## config.mk

```make
export PLATFORM = sky130hd
export DESIGN_NAME = snsreg_top
export DESIGN_NICKNAME = d
export VERILOG_FILES = /design/src/inc/snsreg_pkg.sv /design/src/hw/snsreg_top.sv
export VERILOG_INCLUDE_DIRS = /design/src /design/src/inc
export SDC_FILE = /design/constraint.sdc
export NUM_CORES = 1
export LEC_CHECK = 0
export BUFFER_PORTS_ARGS = -buffer_cell sky130_fd_sc_hd__buf_4
export CAP_MARGIN = 20
export CORE_MARGIN = 5
export CORE_UTILIZATION = 62
export CTS_BUF_LIST = sky130_fd_sc_hd__clkbuf_8
export DETAILED_ROUTE_END_ITERATION = 6
export PLACE_DENSITY = 0.81
export SETUP_SLACK_MARGIN = 0.1
export SLEW_MARGIN = 15
export SYNTH_ARGS = -nofsm -noshare
export SYNTH_HDL_FRONTEND = slang
export SYNTH_SLANG_ARGS = --single-unit
export TNS_END_PERCENT = 100
```

## constraint.sdc

```tcl
create_clock -name clk -period 2.3 [get_ports clk]
set_input_delay 0.46 -clock clk [delete_from_list [all_inputs] [get_ports clk]]
set_output_delay 0.46 -clock clk [all_outputs]
set_load 0.005 [all_outputs]
```

## src/inc/snsreg_consts.svh

```systemverilog
`ifndef SNSREG_CONSTS_SVH
`define SNSREG_CONSTS_SVH

`define SNSREG_ADDR_OBS        7'h3D
`define SNSREG_ADDR_INV_ID     7'h3F
`define SNSREG_ADDR_PIXEL      7'h40
`define SNSREG_ADDR_MOTION     7'h50
`define SNSREG_ADDR_FW_LOAD    7'h60
`define SNSREG_OBS_RESET       8'h00
`define SNSREG_OBS_FW_BIT      7
`define SNSREG_OBS_PD_BIT      5
`define SNSREG_OBS_TICK_A_BIT  1
`define SNSREG_OBS_TICK_B_BIT  0
`define SNSREG_OBS_STORED_MASK 8'h23
`define SNSREG_PIXEL_RESET     8'h00
`define SNSREG_BYTE_BITS       4'h8
`define SNSREG_FIFO_DEPTH      4
`define SNSREG_SYNC_STAGES     2

`endif

```

## src/inc/snsreg_pkg.sv

```systemverilog
package snsreg_pkg;
  typedef struct packed {
    logic [7:0] data;
  } snsreg_byte_t;

  typedef enum logic [2:0] {
    SNSREG_NONE   = 3'b001,
    SNSREG_PIXEL  = 3'b010,
    SNSREG_MOTION = 3'b100
  } snsreg_burst_t;

  typedef enum logic [2:0] {
    SNSREG_ST_IDLE = 3'b001,
    SNSREG_ST_ADDR = 3'b010,
    SNSREG_ST_DATA = 3'b100
  } snsreg_state_t;

  typedef struct packed {
    logic ncs;
    logic sclk;
    logic mosi;
    logic pd_n;
  } snsreg_pins_t;
endpackage : snsreg_pkg

```

## src/hw/snsreg_top.sv

```systemverilog
`timescale 1ns/1ps
`include "snsreg_consts.svh"

module snsreg_fifo
  import snsreg_pkg::*;
#(
  parameter int WIDTH = 8,
  parameter int DEPTH = `SNSREG_FIFO_DEPTH
) (
  input  wire logic             clk,       // core clock
  input  wire logic             rst,       // sync reset
  input  wire logic [WIDTH-1:0] in_data,   // fill data
  input  wire logic             in_valid,  // fill valid
  output logic                  in_ready,  // not full
  output logic      [WIDTH-1:0] out_data,  // head word
  output logic                  out_valid, // not empty
  input  wire logic             out_ready  // drain
);
  localparam int AW = $clog2(DEPTH);
  if (DEPTH < 2 || (1 << AW) != DEPTH) begin : g_bad_depth
    $error("fifo depth must be a power of two");
  end

  logic [WIDTH-1:0] mem_ff [DEPTH];
  logic [AW:0]      wr_ff;
  logic [AW:0]      rd_ff;
  logic             push;
  logic             pop;

  assign push      = in_valid && in_ready;
  assign pop       = out_valid && out_ready;
  assign in_ready  = (wr_ff - rd_ff) != (AW + 1)'(DEPTH);
  assign out_valid = wr_ff != rd_ff;
  assign out_data  = mem_ff[rd_ff[AW-1:0]];

  always_ff @(posedge clk) begin
    if (push) begin
      mem_ff[wr_ff[AW-1:0]] <= in_data;
    end
  end

  always_ff @(posedge clk) begin
    if (rst) begin
      wr_ff <= '0;
      rd_ff <= '0;
    end else begin
      if (push) wr_ff <= wr_ff + 1'b1;
      if (pop) rd_ff <= rd_ff + 1'b1;
    end
  end
endmodule : snsreg_fifo

// Functional notes
// - observation register at 0x3D is read/write and resets to zero.
// - flags are re-set by their processes; bits 1 and 0 once per frame.
// - any still-active process re-sets its flag before the controller reads.
// - observation bit 7 reads one while shadow firmware runs, else zero.
// - observation bit 5 sets on a detected power-down pulse, else reads zero.
// - register 0x3F returns the bitwise inverse of the part identifier.
// - reading 0x40 streams pixel bytes in a burst; resets to zero.
// - reading 0x50 streams the motion record bytes in a single burst.
// - 0x60 is write-only; written bytes feed shadow program memory loading.
module snsreg_top
  import snsreg_pkg::*;
#(
  parameter logic [7:0] PART_ID = 8'h5A  // arbitrary neutral value
) (
  input  wire logic          clk,              // 125 MHz core clock
  input  wire logic          rst,              // sync reset, active high
  input  wire logic          ncs_n,            // serial chip select, pin
  input  wire logic          sclk,             // serial clock, pin
  input  wire logic          mosi,             // serial data in, pin
  output logic               miso,             // serial data out
  output logic               miso_oe,          // miso driven while selected
  input  wire logic          powerdown_n_input,// power-down pin
  input  wire logic          frame_tick,       // one pulse per frame
  input  wire logic          firmware_running, // shadow firmware executing
  input  wire snsreg_byte_t  stream_data,      // burst source byte
  input  wire logic          stream_valid,     // burst source valid
  output logic               stream_ready,     // fifo has room
  output snsreg_burst_t      burst_sel,        // which burst is open
  output snsreg_byte_t       fw_byte,          // firmware byte
  output logic               fw_byte_valid     // one-cycle strobe
);
  snsreg_pins_t  pins_q1_ff;
  snsreg_pins_t  pins_q2_ff;
  logic          sclk_d_ff;
  logic          pd_d_ff;
  snsreg_state_t state_ff;
  logic [3:0]    bit_cnt_ff;
  logic [7:0]    rx_sh_ff;
  logic [7:0]    tx_sh_ff;
  logic [6:0]    addr_ff;
  logic          wr_ff;
  logic [7:0]    obs_ff;
  logic          fifo_ready_ff;
  logic          sclk_rise;
  logic          sclk_fall;
  logic          byte_done;
  logic [7:0]    nxt_rx;
  logic [7:0]    rd_data;
  logic          obs_wr;
  logic          fifo_pop;
  logic          fifo_in_ready;
  snsreg_byte_t  fifo_out;
  logic          fifo_out_valid;

  // pins cross in through two flops; only stage two is looked at
  always_ff @(posedge clk) begin
    if (rst) begin
      pins_q1_ff <= '{ncs: 1'b1, sclk: 1'b1, mosi: 1'b0, pd_n: 1'b1};
      pins_q2_ff <= '{ncs: 1'b1, sclk: 1'b1, mosi: 1'b0, pd_n: 1'b1};
      sclk_d_ff  <= 1'b1;
      pd_d_ff    <= 1'b1;
    end else begin
      pins_q1_ff <= '{ncs: ncs_n, sclk: sclk, mosi: mosi, pd_n: powerdown_n_input};
      pins_q2_ff <= pins_q1_ff;
      sclk_d_ff  <= pins_q2_ff.sclk;
      pd_d_ff    <= pins_q2_ff.pd_n;
    end
  end

  assign sclk_rise = !pins_q2_ff.ncs && pins_q2_ff.sclk && !sclk_d_ff;
  assign sclk_fall = !pins_q2_ff.ncs && !pins_q2_ff.sclk && sclk_d_ff;
  assign nxt_rx    = {rx_sh_ff[6:0], pins_q2_ff.mosi};
  assign byte_done = sclk_rise && (bit_cnt_ff == `SNSREG_BYTE_BITS - 4'h1);
  assign obs_wr    = byte_done && (state_ff == SNSREG_ST_DATA) && wr_ff && (addr_ff == `SNSREG_ADDR_OBS);

  // burst ports pop a fresh byte each time the next byte is loaded;
  // the address byte decodes itself since burst_sel opens one edge later
  assign fifo_pop = byte_done &&
                    ((state_ff == SNSREG_ST_DATA) ? (!wr_ff && burst_sel != SNSREG_NONE) :
                     (!nxt_rx[7] && (nxt_rx[6:0] == `SNSREG_ADDR_PIXEL ||
                                     nxt_rx[6:0] == `SNSREG_ADDR_MOTION)));

  always_comb begin
    rd_data = 8'h00;  // reserved addresses read zero
    case (state_ff == SNSREG_ST_ADDR ? nxt_rx[6:0] : addr_ff)
      `SNSREG_ADDR_OBS: begin
        rd_data = obs_ff & `SNSREG_OBS_STORED_MASK;  // reserved bits zero
        rd_data[`SNSREG_OBS_FW_BIT] = firmware_running;
      end
      `SNSREG_ADDR_INV_ID: rd_data = ~PART_ID;
      `SNSREG_ADDR_PIXEL,
      `SNSREG_ADDR_MOTION: rd_data = fifo_out_valid ? fifo_out.data : `SNSREG_PIXEL_RESET;
      default: rd_data = 8'h00;  // includes write-only firmware port
    endcase
  end

  always_ff @(posedge clk) begin
    if (rst || pins_q2_ff.ncs) begin
      state_ff   <= rst ? SNSREG_ST_IDLE : SNSREG_ST_ADDR;
      bit_cnt_ff <= 4'h0;
      rx_sh_ff   <= 8'h00;
      addr_ff    <= 7'h00;
      wr_ff      <= 1'b0;
    end else if (sclk_rise) begin
      rx_sh_ff   <= nxt_rx;
      bit_cnt_ff <= byte_done ? 4'h0 : bit_cnt_ff + 4'h1;
      if (byte_done && state_ff != SNSREG_ST_DATA) begin
        addr_ff  <= nxt_rx[6:0];
        wr_ff    <= nxt_rx[7];
        state_ff <= SNSREG_ST_DATA;
      end
    end
  end

  always_ff @(posedge clk) begin
    if (rst || pins_q2_ff.ncs) begin
      tx_sh_ff <= 8'h00;
    end else if (byte_done) begin
      tx_sh_ff <= (state_ff == SNSREG_ST_DATA && burst_sel == SNSREG_NONE) ? 8'h00 : rd_data;
    end else if (sclk_fall) begin
      tx_sh_ff <= {tx_sh_ff[6:0], 1'b0};
    end
  end

  always_ff @(posedge clk) begin
    if (rst) begin
      miso    <= 1'b0;
      miso_oe <= 1'b0;
    end else begin
      miso_oe <= !pins_q2_ff.ncs;
      if (sclk_fall) miso <= tx_sh_ff[7];
    end
  end

  // burst stays open until chip select rises
  always_ff @(posedge clk) begin
    if (rst || pins_q2_ff.ncs) begin
      burst_sel <= SNSREG_NONE;
    end else if (byte_done && state_ff == SNSREG_ST_ADDR && !nxt_rx[7]) begin
      case (nxt_rx[6:0])
        `SNSREG_ADDR_PIXEL:  burst_sel <= SNSREG_PIXEL;
        `SNSREG_ADDR_MOTION: burst_sel <= SNSREG_MOTION;
        default:             burst_sel <= SNSREG_NONE;
      endcase
    end
  end

  // set wins over a clearing write so no frame or pulse is lost
  always_ff @(posedge clk) begin
    if (rst) begin
      obs_ff <= `SNSREG_OBS_RESET;
    end else begin
      if (obs_wr) obs_ff <= nxt_rx & `SNSREG_OBS_STORED_MASK;
      if (frame_tick) begin
        obs_ff[`SNSREG_OBS_TICK_A_BIT] <= 1'b1;
        obs_ff[`SNSREG_OBS_TICK_B_BIT] <= 1'b1;
      end
      if (pd_d_ff && !pins_q2_ff.pd_n) obs_ff[`SNSREG_OBS_PD_BIT] <= 1'b1;
    end
  end

  // firmware bytes stream while the write burst stays selected
  always_ff @(posedge clk) begin
    if (rst) begin
      fw_byte       <= '0;
      fw_byte_valid <= 1'b0;
    end else begin
      fw_byte_valid <= byte_done && state_ff == SNSREG_ST_DATA && wr_ff && addr_ff == `SNSREG_ADDR_FW_LOAD;
      if (byte_done) fw_byte <= '{data: nxt_rx};
    end
  end

  always_ff @(posedge clk) begin
    if (rst) begin
      fifo_ready_ff <= 1'b0;
    end else begin
      fifo_ready_ff <= fifo_in_ready;
    end
  end
  assign stream_ready = fifo_ready_ff;

  snsreg_fifo #(
    .WIDTH (8),
    .DEPTH (`SNSREG_FIFO_DEPTH)
  ) u_fifo (
    .clk       (clk),
    .rst       (rst),
    .in_data   (stream_data.data),
    .in_valid  (stream_valid && fifo_ready_ff && fifo_in_ready),
    .in_ready  (fifo_in_ready),
    .out_data  (fifo_out.data),
    .out_valid (fifo_out_valid),
    .out_ready (fifo_pop)
  );
endmodule : snsreg_top

```

==> flow_metrics.env <==
export IMPL_status="finished clean"
export IMPL_clock_sinks=98
export IMPL_cap_violations=0
export IMPL_core_area_sq_mm=0.00631
export IMPL_wire_per_inst_um=17.7
export IMPL_leakage_nw=1.67
export IMPL_grt_usage_pct=21.9
export IMPL_cts_tree="done"
export IMPL_final_common_cell="dfxtp_1"
export IMPL_synth_seq_cells=98
export IMPL_arrival_ns=2.08
export IMPL_hold_class="input pin to flop"
export IMPL_hpwl_um=5960
export IMPL_synth_largest_area_cell="dfxtp_1"
export IMPL_final_cell_mix="dfxtp_1 (63), buf_4 (40), nand2_1 (36)"
export IMPL_period_share_pct=89.2
export IMPL_grt_overflow=0
export IMPL_antenna_cells=0
export IMPL_powerDensity_mw_per_mm2=676
export IMPL_firstDrtPassIters=4
export IMPL_hold_viol_final=0
export IMPL_cts_resized=0
export IMPL_tns_ns=0
export IMPL_yosysSeqAreaShare_pct=57.8
export IMPL_cp_end_kind="flop"
export IMPL_die_w_um=90.3
export IMPL_die_area_sq_mm=0.00816
export IMPL_synth_area_top_cells="dfxtp_1 (32%), edfxtp_1 (26%), mux4_2 (4.5%)"
export IMPL_rows=29
export IMPL_fin_skew_ns=0.00755
export IMPL_die_h_um=90.3
export IMPL_yosysUniqueCellTypes=53
export IMPL_ys_warn_count=0
export IMPL_wl_met1_um=3480
export IMPL_drt_iter0_drc=156
export IMPL_grt_pass1_vias=2880
export IMPL_ir_drop_uv=586
export IMPL_cts_setup_buffers=0
export IMPL_io_buffers=31
export IMPL_drc=0
export IMPL_synth_nets=379
export IMPL_cts_made_buffers=9
export IMPL_areaGrowthSynthToFinish_pct=13.1
export IMPL_detail_route_vias_per_cell=5.93
export IMPL_routed_top_layer="met4"
export IMPL_synth_cells=354
export IMPL_critical_path_class="flop to flop"
export IMPL_drive_gt1_share_pct=22.6
export IMPL_ys_flop_type="dfxtp_1"
export IMPL_cp_required_ns=2.33
export IMPL_synthArstFlopShare_pct=0
export IMPL_cts_root_buf="clkbuf_8"
export IMPL_final_nets=413
export IMPL_worstSetupStartpointType="flop"
export IMPL_postCtsHoldBufs=0
export IMPL_crit_path_max_fanout=8
export IMPL_num_vias=2787
export IMPL_met3_length_um=411
export IMPL_syn_cell_area_sq_mm=0.00400
export IMPL_clk_pin_slew_worst_paths_ns=0.10
export IMPL_synth_avg_cell_area_sq_um=11.3
export IMPL_rsz0062_at_grt="false"
export IMPL_wl_um=8300
export IMPL_place_gp_congestion=0.851
export IMPL_antenna_found_initial=0
export IMPL_tightest_slew_ns=0.580
export IMPL_fin_crit_ns=2.05
export IMPL_finalPower_mw=3.06
export IMPL_hold_depth=2
export IMPL_synth_top_area_share_pct=31.5
export IMPL_insertion_delay_ns=0.37
export IMPL_reg2reg_depth=6
export IMPL_h_tree_depth=3
export IMPL_ioPinCount=32
export IMPL_wl_met2_um=4110
export IMPL_maxSlewHeadroom_pct=61.1
export IMPL_setup_violations=0
export IMPL_clock_path_buffers=2
export IMPL_fill_cells=457
export IMPL_ant_nets=0
export IMPL_max_freq_mhz=487
export IMPL_slew_violations=0
export IMPL_initial_core_util_pct=63.4
export IMPL_synth_edf_count=35
export IMPL_grt_pass1_wl_um=14300
export IMPL_grt_max_degree=35
[power breakdown]
part	total, mW	internal [mW]	switching (mW)
registers	1.84	1.82	0.0161
clock network	1.08	0.429	0.656
logic	0.133	0.0575	0.0758
total	3.06	2.31	0.748
[cells in the mapped netlist (2+ instances only)]
| cell | n |
|---|---|
| a31oi_1 | 2 |
| inv_1 | 9 |
| buf_1 | 2 |
| or3_1 | 3 |
| nor3_1 | 2 |
| mux2_2 | 2 |
| ha_1 | 8 |
| edfxtp_1 | 35 |
| nand2_1 | 36 |
| nor4_1 | 2 |
| nor3b_2 | 2 |
| nand4_1 | 7 |
| xor2_1 | 2 |
| o221ai_1 | 3 |
| o31a_1 | 3 |
| o211a_1 | 2 |
| a211oi_1 | 2 |
| mux4_2 | 8 |
| a21oi_1 | 30 |
| o21ai_0 | 9 |
| o221a_2 | 2 |
| dfxtp_1 | 63 |
| nand2b_1 | 8 |
| nor2_1 | 28 |
| xnor2_1 | 4 |
| or2_2 | 10 |
| nand3_1 | 8 |
| and4b_1 | 2 |
| nand2_2 | 2 |
| clkbuf_1 | 13 |
| and2_1 | 5 |
| nor2b_1 | 6 |
| mux2i_1 | 14 |
[flip-flops by register name, summed over array words and instances, names as in the netlist, named ones only]
| name | cells |
|---|---|
| u_fifo.mem_ff | 32 |
| fw_byte | 8 |
| tx_sh_ff | 8 |
| addr_ff | 7 |
| rx_sh_ff | 7 |
| bit_cnt_ff | 4 |
| pins_q1_ff | 4 |
| burst_sel | 3 |
| obs_ff | 3 |
| pins_q2_ff | 3 |
| state_ff | 3 |
| u_fifo.rd_ff | 3 |
| u_fifo.wr_ff | 3 |
| fw_byte_valid | 1 |
| miso | 1 |
| miso_oe | 1 |
| nxt_rx | 1 |
| pd_d_ff | 1 |
| sclk_d_ff | 1 |
| stream_ready | 1 |
| wr_ff | 1 |
[per-stage QoR]
stage,instances,setup WS (ns),instance area (sq um),utilization (%),hold slack [ns]
floorplan,354,0.541,4000,-,0.389
finish,470,0.248,4530,71.7,0.269
detailed placement,454,0.285,4330,68.6,0.395
global route,470,0.103,4530,71.7,0.256
global placement,454,0.388,4330,68.6,0.394
CTS,470,0.242,4530,71.7,0.257
[cell type report]
type                    count  area [sq um]  share of cell area (%)
clock buffers               9           124                    2.74
clock inverters             7          70.1                    1.55
repair buffers             40           300                    6.63
inverters                   9          33.8                   0.746
multi-input cells         230          1590                    35.1
well taps                  77          96.3                    2.13
flip-flops and latches     98          2310                    51.1
[critical path, cell delays in order (launching register included)]
cell	delay [ns]
dfxtp_1	0.41
inv_1	0.11
ha_1	0.21
nand2b_1	0.10
xnor2_1	0.15
o211a_1	0.29
and2_1	0.44
[logic make-up after synthesis]
logic type	count (synthesis)	share of synthesized area, %
AOI/OAI and AO/OA	61	9.78
xor gates and xnor gates	6	1.31
adders and majority gates	8	2.50
buffers and inverters	26	2.50
DFF	98	57.8
muxes	24	8.56
and+or+nand+nor	131	17.6
[path summary, 6_finish.rpt]
kind,start,endpoint,slack [ns]
setup / recovery,u_fifo.wr_ff[0],u_fifo.mem_ff[0][0],0.25
hold / removal,powerdown_n_input,pins_q1_ff[0],0.27
setup reg to reg,u_fifo.wr_ff[0],u_fifo.mem_ff[0][0],0.25
hold reg to reg,pins_q1_ff[2],pins_q2_ff[2],0.41
[metal layers]
layer	track usage (%)	vias up
met5	0	-
li1	-	1335
met1	26.5	1326
met2	36.1	102
met3	4.58	24
met4	12.4	0
Note: power is estimated with default switching activity, not from simulation.
